$ cat src/verilog/srsc_pkg.sv
package srsc_pkg;

    // Register byte offsets.
    localparam logic [7:0] SRSC_CTRL_OFF   = 8'h00;
    localparam logic [7:0] SRSC_CFG_OFF    = 8'h04;
    localparam logic [7:0] SRSC_OPT_OFF    = 8'h08;
    localparam logic [7:0] SRSC_STATUS_OFF = 8'h0C;

    // Standby command codes written to the control register.
    localparam logic [1:0] SRSC_CMD_NONE   = 2'h0;
    localparam logic [1:0] SRSC_CMD_PAUSE  = 2'h1;
    localparam logic [1:0] SRSC_CMD_DSTOP  = 2'h2;
    localparam logic [1:0] SRSC_CMD_TSTOP  = 2'h3;

    // Field positions.
    localparam int SRSC_CTRL_CMD_LSB  = 0;
    localparam int SRSC_CFG_A_LVL_BIT = 0;
    localparam int SRSC_CFG_B_LVL_BIT = 1;
    localparam int SRSC_CFG_BTSRC_LSB = 2;
    localparam int SRSC_OPT_EN_BIT    = 0;
    localparam int SRSC_OPT_LVL_LSB   = 1;
    localparam int SRSC_ST_PAUSE_BIT  = 0;
    localparam int SRSC_ST_DSTOP_BIT  = 1;
    localparam int SRSC_ST_TSTOP_BIT  = 2;
    localparam int SRSC_ST_WAKE_BIT   = 3;
    localparam int SRSC_ST_CAUSE_LSB  = 4;

    // Base timer clock sources.
    localparam logic [1:0] SRSC_BT_XTAL   = 2'h0;
    localparam logic [1:0] SRSC_BT_LSRC   = 2'h1;

    // Reset values and number of threshold levels.
    localparam logic [3:0] SRSC_CFG_RST    = 4'h0;
    localparam logic [3:0] SRSC_OPT_RST    = 4'h0;
    localparam logic [3:0] SRSC_CAUSE_RST  = 4'h0;
    localparam int         SRSC_LVL_COUNT  = 7;

    // Timing.
    localparam int SRSC_CLK_PERIOD_NS = 10;
    localparam int SRSC_POR_HOLD_NS   = 10000;
    localparam int SRSC_RST_HOLD_NS   = 1000;
    localparam int SRSC_WAKE_NS       = 2000;
    localparam int SRSC_POR_CYCLES    =
        (SRSC_POR_HOLD_NS + SRSC_CLK_PERIOD_NS - 1) / SRSC_CLK_PERIOD_NS;
    localparam int SRSC_RST_CYCLES    =
        (SRSC_RST_HOLD_NS + SRSC_CLK_PERIOD_NS - 1) / SRSC_CLK_PERIOD_NS;
    localparam int SRSC_WAKE_CYCLES   =
        (SRSC_WAKE_NS + SRSC_CLK_PERIOD_NS - 1) / SRSC_CLK_PERIOD_NS;
    localparam int SRSC_CNT_W         = 10;

    typedef enum logic [2:0]
    {
        SRSC_ST_RUN,
        SRSC_ST_PAUSE,
        SRSC_ST_DSTOP,
        SRSC_ST_TSTOP,
        SRSC_ST_WAKE,
        SRSC_ST_RESET
    } srsc_state_e;

endpackage

$ cat src/verilog/srsc_top.sv
`timescale 1ns/1ps
module srsc_top
(
    input  wire logic       clock,
    input  wire logic       rstn,
    input  wire logic [7:0] addr,
    input  wire logic [7:0] wdata,
    input  wire logic       wr_en,
    input  wire logic       rd_en,
    output logic      [7:0] rdata,
    input  wire logic       reset_pin_n,
    input  wire logic       wdt_reset,
    input  wire logic [6:0] supply_below,
    input  wire logic       irq_any,
    input  wire logic       ext_irq_a,
    input  wire logic       ext_irq_b,
    input  wire logic       ext_irq_c,
    input  wire logic       ext_irq_e,
    input  wire logic       port0_irq,
    input  wire logic       bt_irq,
    input  wire logic       ceramic_req,
    input  wire logic       mrc_req,
    input  wire logic       xtal_req,
    input  wire logic       lsrc_wdt_req,
    output logic            sys_reset_n,
    output logic            core_run,
    output logic            periph_clk_en,
    output logic            bt_clk_en,
    output logic            ceramic_osc_en,
    output logic            mrc_osc_en,
    output logic            xtal_osc_en,
    output logic            lsrc_osc_en
);
    import srsc_pkg::*;

    srsc_state_e           state_r;
    srsc_state_e           state_nxt;
    logic [SRSC_CNT_W-1:0] cnt_r;
    logic [SRSC_CNT_W-1:0] cnt_nxt;
    logic                  xtal_hold_r;
    logic                  xtal_hold_nxt;
    logic                  lsrc_hold_r;
    logic                  lsrc_hold_nxt;
    logic [3:0]            cfg_r;
    logic [3:0]            cfg_nxt;
    logic [3:0]            opt_r;
    logic [3:0]            opt_nxt;
    logic [3:0]            cause_r;
    logic [3:0]            cause_nxt;
    logic [7:0]            rdata_r;
    logic [7:0]            rdata_nxt;
    logic                  por_active;
    logic                  wake_deep;
    logic                  wake_time;
    logic                  lvr_trip;
    logic                  reset_src;
    logic [1:0]            bt_src;
    logic                  bt_on_osc;
    logic [2:0]            lvl;

    // Status nibble for the state; enum order is not exposed to software.
    function automatic logic [3:0] state_bits(input srsc_state_e s);
        logic [3:0] b;
        b = 4'h0;
        case (s)
            SRSC_ST_PAUSE: b[SRSC_ST_PAUSE_BIT] = 1'b1;
            SRSC_ST_DSTOP: b[SRSC_ST_DSTOP_BIT] = 1'b1;
            SRSC_ST_TSTOP: b[SRSC_ST_TSTOP_BIT] = 1'b1;
            SRSC_ST_WAKE:  b[SRSC_ST_WAKE_BIT]  = 1'b1;
            default:       b = 4'h0;
        endcase
        return b;
    endfunction

    srsc_por u_por
    (
        .clock      (clock),
        .rstn       (rstn),
        .por_active (por_active)
    );

    srsc_wake u_wake
    (
        .ext_irq_a       (ext_irq_a),
        .ext_irq_b       (ext_irq_b),
        .ext_irq_c       (ext_irq_c),
        .ext_irq_e       (ext_irq_e),
        .ext_irq_a_level (cfg_r[SRSC_CFG_A_LVL_BIT]),
        .ext_irq_b_level (cfg_r[SRSC_CFG_B_LVL_BIT]),
        .port0_irq       (port0_irq),
        .bt_irq          (bt_irq),
        .wake_deep       (wake_deep),
        .wake_time       (wake_time)
    );

    assign bt_src    = cfg_r[SRSC_CFG_BTSRC_LSB +: 2];
    assign bt_on_osc = (bt_src == SRSC_BT_XTAL) || (bt_src == SRSC_BT_LSRC);
    assign lvl       = opt_r[SRSC_OPT_LVL_LSB +: 3];

    // A level code of seven has no threshold and never trips.
    assign lvr_trip  = opt_r[SRSC_OPT_EN_BIT]
                    && (lvl < 3'(SRSC_LVL_COUNT))
                    && supply_below[lvl];
    assign reset_src = !reset_pin_n || wdt_reset || lvr_trip
                    || por_active;

    // Sequencer.
    always_comb
    begin
        state_nxt     = state_r;
        cnt_nxt       = cnt_r;
        xtal_hold_nxt = xtal_hold_r;
        lsrc_hold_nxt = lsrc_hold_r;
        if (reset_src)
        begin
            state_nxt = SRSC_ST_RESET;
            cnt_nxt   = SRSC_CNT_W'(SRSC_RST_CYCLES - 1);
        end
        else
        begin
            case (state_r)
                SRSC_ST_RUN:
                begin
                    if (wr_en && addr == SRSC_CTRL_OFF)
                    begin
                        case (wdata[SRSC_CTRL_CMD_LSB +: 2])
                            SRSC_CMD_PAUSE: state_nxt = SRSC_ST_PAUSE;
                            SRSC_CMD_DSTOP: state_nxt = SRSC_ST_DSTOP;
                            SRSC_CMD_TSTOP:
                            begin
                                state_nxt     = SRSC_ST_TSTOP;
                                xtal_hold_nxt = xtal_req;
                                lsrc_hold_nxt = lsrc_wdt_req;
                            end
                            default: state_nxt = SRSC_ST_RUN;
                        endcase
                    end
                end
                SRSC_ST_PAUSE:
                begin
                    // Nothing was stopped, so no restart wait is needed.
                    if (irq_any)
                        state_nxt = SRSC_ST_RUN;
                end
                SRSC_ST_DSTOP:
                begin
                    if (wake_deep)
                    begin
                        state_nxt = SRSC_ST_WAKE;
                        cnt_nxt   = SRSC_CNT_W'(SRSC_WAKE_CYCLES - 1);
                    end
                end
                SRSC_ST_TSTOP:
                begin
                    if (wake_time)
                    begin
                        state_nxt = SRSC_ST_WAKE;
                        cnt_nxt   = SRSC_CNT_W'(SRSC_WAKE_CYCLES - 1);
                    end
                end
                SRSC_ST_WAKE:
                begin
                    if (cnt_r == '0)
                        state_nxt = SRSC_ST_RUN;
                    else
                        cnt_nxt = cnt_r - SRSC_CNT_W'(1);
                end
                SRSC_ST_RESET:
                begin
                    if (cnt_r == '0)
                        state_nxt = SRSC_ST_RUN;
                    else
                        cnt_nxt = cnt_r - SRSC_CNT_W'(1);
                end
                default: state_nxt = SRSC_ST_RESET;
            endcase
        end
    end

    always_ff @(posedge clock or negedge rstn)
    begin
        if (!rstn)
        begin
            state_r     <= SRSC_ST_RESET;
            cnt_r       <= '0;
            xtal_hold_r <= 1'b0;
            lsrc_hold_r <= 1'b0;
        end
        else
        begin
            state_r     <= state_nxt;
            cnt_r       <= cnt_nxt;
            xtal_hold_r <= xtal_hold_nxt;
            lsrc_hold_r <= lsrc_hold_nxt;
        end
    end

    // Registers. Cause bits are set by hardware over a software clear.
    always_comb
    begin
        cfg_nxt   = cfg_r;
        opt_nxt   = opt_r;
        cause_nxt = cause_r;
        rdata_nxt = 8'h00;
        if (wr_en && addr == SRSC_CFG_OFF)
            cfg_nxt = wdata[3:0];
        else if (wr_en && addr == SRSC_OPT_OFF)
            opt_nxt = wdata[3:0];
        else if (wr_en && addr == SRSC_STATUS_OFF)
            cause_nxt = cause_r & ~wdata[SRSC_ST_CAUSE_LSB +: 4];
        cause_nxt = cause_nxt | {por_active, lvr_trip, wdt_reset,
                                 !reset_pin_n};
        if (rd_en)
        begin
            if (addr == SRSC_CFG_OFF)
                rdata_nxt = {4'h0, cfg_r};
            else if (addr == SRSC_OPT_OFF)
                rdata_nxt = {4'h0, opt_r};
            else if (addr == SRSC_STATUS_OFF)
                rdata_nxt = {cause_r, state_bits(state_r)};
            else
                rdata_nxt = 8'h00;
        end
    end

    // Option settings survive the internal reset sequence on purpose.
    always_ff @(posedge clock or negedge rstn)
    begin
        if (!rstn)
        begin
            cfg_r   <= SRSC_CFG_RST;
            opt_r   <= SRSC_OPT_RST;
            cause_r <= SRSC_CAUSE_RST;
            rdata_r <= 8'h00;
        end
        else
        begin
            cfg_r   <= cfg_nxt;
            opt_r   <= opt_nxt;
            cause_r <= cause_nxt;
            rdata_r <= rdata_nxt;
        end
    end

    assign rdata = rdata_r;

    // Clock and oscillator gating.
    always_comb
    begin
        sys_reset_n    = (state_r != SRSC_ST_RESET);
        core_run       = (state_r == SRSC_ST_RUN);
        periph_clk_en  = (state_r != SRSC_ST_DSTOP)
                      && (state_r != SRSC_ST_TSTOP);
        bt_clk_en      = periph_clk_en
                      || (state_r == SRSC_ST_TSTOP && bt_on_osc);
        ceramic_osc_en = ceramic_req;
        mrc_osc_en     = mrc_req;
        xtal_osc_en    = xtal_req;
        lsrc_osc_en    = lsrc_wdt_req;
        if (state_r == SRSC_ST_DSTOP)
        begin
            ceramic_osc_en = 1'b0;
            mrc_osc_en     = 1'b0;
            xtal_osc_en    = 1'b0;
        end
        else if (state_r == SRSC_ST_TSTOP)
        begin
            ceramic_osc_en = 1'b0;
            mrc_osc_en     = 1'b0;
            xtal_osc_en    = xtal_hold_r;
            if (bt_src == SRSC_BT_LSRC)
                lsrc_osc_en = lsrc_hold_r;
        end
    end
endmodule

$ cat src/verilog/srsc_por.sv
`timescale 1ns/1ps
module srsc_por
(
    input  wire logic clock,
    input  wire logic rstn,
    output logic      por_active
);
    import srsc_pkg::*;

    logic [SRSC_CNT_W-1:0] cnt_r;
    logic [SRSC_CNT_W-1:0] cnt_nxt;
    logic                  done_r;
    logic                  done_nxt;

    // Power application is the only event that clears the done flag.
    always_comb
    begin
        cnt_nxt  = cnt_r;
        done_nxt = done_r;
        if (!done_r)
        begin
            if (cnt_r == SRSC_CNT_W'(SRSC_POR_CYCLES - 1))
                done_nxt = 1'b1;
            else
                cnt_nxt = cnt_r + SRSC_CNT_W'(1);
        end
    end

    always_ff @(posedge clock or negedge rstn)
    begin
        if (!rstn)
        begin
            cnt_r  <= '0;
            done_r <= 1'b0;
        end
        else
        begin
            cnt_r  <= cnt_nxt;
            done_r <= done_nxt;
        end
    end

    assign por_active = !done_r;

endmodule

$ cat src/verilog/srsc_wake.sv
`timescale 1ns/1ps
module srsc_wake
(
    input  wire logic ext_irq_a,
    input  wire logic ext_irq_b,
    input  wire logic ext_irq_c,
    input  wire logic ext_irq_e,
    input  wire logic ext_irq_a_level,
    input  wire logic ext_irq_b_level,
    input  wire logic port0_irq,
    input  wire logic bt_irq,
    output logic      wake_deep,
    output logic      wake_time
);
    import srsc_pkg::*;

    // Edge detectors need a running clock, so inputs a and b wake only in level mode; c, e and port 0 always wake.
    always_comb
    begin
        wake_deep = (ext_irq_a && ext_irq_a_level)
                 || (ext_irq_b && ext_irq_b_level)
                 || ext_irq_c || ext_irq_e
                 || port0_irq;
        wake_time = wake_deep || bt_irq;
    end

endmodule

$ cat config.mk
export PLATFORM = sky130hd
export DESIGN_NAME = srsc_top
export DESIGN_NICKNAME = d
export VERILOG_FILES = /design/src/verilog/srsc_pkg.sv /design/src/verilog/srsc_top.sv /design/src/verilog/srsc_por.sv /design/src/verilog/srsc_wake.sv
export SDC_FILE = /design/constraint.sdc
export NUM_CORES = 1
export LEC_CHECK = 0
export BUFFER_PORTS_ARGS = -buffer_cell sky130_fd_sc_hd__buf_2
export CAP_MARGIN = 20
export CORE_UTILIZATION = 53
export DETAILED_ROUTE_END_ITERATION = 8
export PLACE_DENSITY_LB_ADDON = 0.2
export SYNTH_ARGS = -nofsm -noshare
export SYNTH_HDL_FRONTEND = slang
export SYNTH_HIERARCHICAL = 1
export SYNTH_SLANG_ARGS = --single-unit
$ cat constraint.sdc
create_clock -name clock -period 2.7 [get_ports clock]
set_clock_uncertainty 0.05 [all_clocks]
set_input_delay 0 -clock clock [delete_from_list [all_inputs] [get_ports clock]]
set_output_delay 0 -clock clock [all_outputs]
set_load 0.02 [all_outputs]
==> results.md <==
Cells and area:
- The number of fill cells in the layout is 347.
- The fraction of final layout cells sized beyond drive strength 1 is 29.1%.
- 0 antenna diodes ended up in the layout.
- The area growth from synthesis to layout is 23.4%.
- The storage element area is 1150 sq um.
- The finished layout cell area is 2950 sq um.
- The area taken by multi-input logic gates is 1170 sq um.
- The final cell utilization of the core is 67.8%.
- For this run, the number of standard cells in the final layout without fillers is 354.
- The final net count is 344.

Yosys:
- In this run, synthesis produced a sequential element count of 46.
- By count the netlist is led by sky130_fd_sc_hd__dfrtp_1, sky130_fd_sc_hd__nor2_1, sky130_fd_sc_hd__nand2_1, sky130_fd_sc_hd__mux2_2, sky130_fd_sc_hd__inv_1.
- The count of yosys warnings during synthesis is 6.
- The most used standard cell by instance count after synthesis is sky130_fd_sc_hd__dfrtp_1.
- The async set-or-reset flop fraction in the synthesized netlist is 100%.
- Yosys attributes the largest share of cell area to sky130_fd_sc_hd__dfrtp_1, sky130_fd_sc_hd__mux2_2, sky130_fd_sc_hd__nor2_1, sky130_fd_sc_hd__nand2_1, sky130_fd_sc_hd__xnor2_1.
- Summing the sequential cell areas from Yosys gives 48.2% of the chip area.
- The number of instances in the synthesized netlist is 231.
- In this run, synthesis inferred 0 flip-flops with an integrated enable.
- The biggest area consumer among synthesized cells is sky130_fd_sc_hd__dfrtp_1.
- The main flop type after synthesis is sky130_fd_sc_hd__dfrtp_1.
- The number of nets handed over by synthesis was 274.
- The number of library cell types mapped by synthesis is 53.
- After synthesis, the largest area contributor takes up 46.0% of total cell area.
- Summing every instance area after synthesis gives 2390 sq um.
- The synthesized area per cell is 10.4 sq um.

Critical path:
- Data on the critical path arrives at its endpoint at 2470 ps.
- The kind of launch point of the worst setup path is a flip-flop.
- The kind of capture point of the worst setup path is a flip-flop.
- The required time of the worst setup path is 2840 ps.
- The top fanout value on the critical path is 9.
- The worst setup path category is flip-flop to flip-flop.

Clock network:
- The CTS tree is built.
- The CTS H-tree depth is 2.
- The buffer type at the clock tree root is sky130_fd_sc_hd__clkbuf_8.
- The clock net in this run drives a total of 46 sinks.
- The clock insertion delay at the later pin of the skew report is 300 ps.
- The clock tree buffer depth is 2.
- Buffers inserted during clock tree synthesis total 5.
- Once the clock tree was built, the setup fixing pass inserted 0 buffers.
- Gates resized during post-CTS repair numbered 0.
- After clock tree synthesis, the clock-pin slew on the worst setup and hold paths is 80 ps.

Drt:
- After the first detailed-routing iteration, the DRC count stood at 75.
- After detailed routing, the met3 layer carries 269 um of wire.
- The number of search-and-repair iterations in the first detailed-routing pass is 4.
- The residual antenna-violating net count after detailed routing is 0.
- In this run the top signal layer used is met4.
- Using the TritonRoute via totals, the vias-per-cell ratio works out to 5.47.
- The post-route met1 wirelength is 2.40 mm.
- The total DRC errors in the routed layout is 0.
- In the final routed layout, each cell accounts on average for 14.4 um.
- The sum of routed wire length over all layers is 5.08 mm.
- Summing over every cut layer, the via total after detailed routing is 1937.
- The length of routed met2 wiring is 2.35 mm.

Outcome:
- The run finished with clean final reports.

STA:
- The slew at the pin with the worst max-slew slack is 565 ps.
- The minimum clock period after layout is 2330 ps.
- The least setup slack across all paths after layout is 370 ps.
- The count of final max-slew check failures was 0.
- The fmax is 0.429 GHz.
- Final hold analysis gives a worst-case slack of 0.985 ps.
- The number of hold violations in the final report came to 0.
- The final number of setup-violating endpoints is 0.
- The total negative slack for setup checks is 0 ps.
- Setup repair after global routing left no endpoint under its margin.
- Headroom to the max-slew limit came out at 61.3%.
- The post-route clock period utilization is 86.3%.

Power and ir drop:
- In this run the power density over the cells is 423 nW/um^2.
- Summed over all cells, the static leakage comes to 1.33 nW.
- The total power of the final layout is 1.25 mW.
- The maximum ir drop on the vdd rail is 0.404 mV.

Die:
- The chip width is 69.2 um.
- In this run the core area contains 24 standard-cell rows.
- The floorplan die height is 69.2 um.
- The core region is 4350 sq um.
- The area of the die is 4790 sq um.
- During I/O placement, the number of pins put on the boundary was 56.
- The effective utilization at floorplan is 55.0%.

Place:
- In this run, placement finished with an instance count of 332.
- The placer congestion estimate is 0.806.
- At the placement stage, the worst setup path has a slack of 379 ps.
- The count of buffers added on input and output ports is 55.
- Summed over all nets, the half-perimeter wirelength after detailed placement is 3.56 mm.
- In this run the cell area measured after placement is 2710 sq um.

Global route:
- The initial antenna violation count is 0.
- The pin count of the biggest net entering global routing is 47.
- The via count of the first global-routing pass is 1844.
- The global-route wire length before repair is 8.83 mm.
- Global routing consumed, over all layers together, 23.7% of the routing resources.
- Global routing finished with a remaining overflow of 0.

Job:
- Max-cap violations in this run came to 0.

Hold path:
- The worst hold path belongs to the class primary input to async pin.
==> state kept, by name (all words and copies together) (netlist names), 3 cells and up <==
| register | count |
|---|---|
| cnt_r | 10 |
| u_por/cnt_r | 10 |
| rdata | 8 |
| cause_r | 4 |
| cfg_r | 4 |
| opt_r | 4 |
| state_r | 3 |
==> final cells by class <==
cell class / count / share of cell area, %
multi-input combinational: 168 / 39.7
sequential: 46 / 39.1
inverter: 11 / 1.40
tap: 52 / 2.20
clock buffer: 6 / 2.80
clock inverter: 2 / 0.424
timing repair buffer: 69 / 14.4
==> worst paths after layout <==
| kind | to | slack (ps) | depth (start not counted) | startpoint |
|---|---|---|---|---|
| max in group asynchronous | state_r[0] | 2100 | 3 | rstn |
| max reg2reg | cnt_r[1] | 370 | 7 | cnt_r[0] |
| min in group clock | rdata[3] | 10 | 3 | rd_en |
| min | xtal_hold_r | 1 | 2 | rstn |
| max | cnt_r[1] | 370 | 7 | cnt_r[0] |
| min reg2reg | u_por/cnt_r[9] | 420 | 1 | u_por/cnt_r[9] |
==> what timing repair did <==
action                                  in CTS  in global routing
hold buffers                                13                  0
endpoints found under the setup margin       0                  0
endpoints found under the hold margin       59                  0
==> where the power goes <==
group          switching, mW  internal (mW)
clock                  0.234          0.206
sequential           0.00835          0.700
combinational         0.0467         0.0546
==> placed cells by master, fill, tap and decap left out, drive strengths merged, types with 2 or more instances in the layout <==
cell,netlist,routed
a21oi,7,7
nand4,4,4
o21ai,6,6
or4,3,3
ha,3,3
mux2,13,13
nand3,6,6
dlygate4sd3,0,13
a22oi,4,4
mux2i,4,4
nor2,24,24
a2111oi,2,2
a21o,5,5
nand2b,4,4
nor2b,2,2
dfrtp,44,44
or3b,2,2
nor3,5,5
inv,11,11
o22ai,2,2
nand2,21,21
xnor2,7,7
or2,2,2
clkbuf,4,6
nor4,6,6
o32ai,2,2
and2,7,7
dfstp,2,2
buf,2,56
o41a,2,2
xor2,7,7
==> cell families after synthesis <==
logic type | Yosys count | synth area share [%]
XOR/XNOR | 14 | 5.12
AO/OA/AOI/OAI | 39 | 12.8
adder cells (fa/ha/maj) | 3 | 1.57
buffers and inverters | 17 | 2.77
multiplexers | 18 | 8.89
flip-flops | 46 | 48.2
AND/OR/NAND/NOR | 94 | 20.6
==> critical path, cell delays in order (launching register included) <==
cell	delay (ps)
sky130_fd_sc_hd__dfrtp_1	410
sky130_fd_sc_hd__inv_1	110
sky130_fd_sc_hd__ha_1	140
sky130_fd_sc_hd__or3b_2	490
sky130_fd_sc_hd__o41ai_4	440
sky130_fd_sc_hd__nand2_1	170
sky130_fd_sc_hd__mux2i_1	150
sky130_fd_sc_hd__or2_2	260
==> per-layer routing <==
metal	track usage [%]	vias up
met4	7.03	0
met1	32.9	913
met3	6.98	6
met2	36.0	56
met5	0	-
li1	-	962
Note: power is estimated with default switching activity, not from simulation.
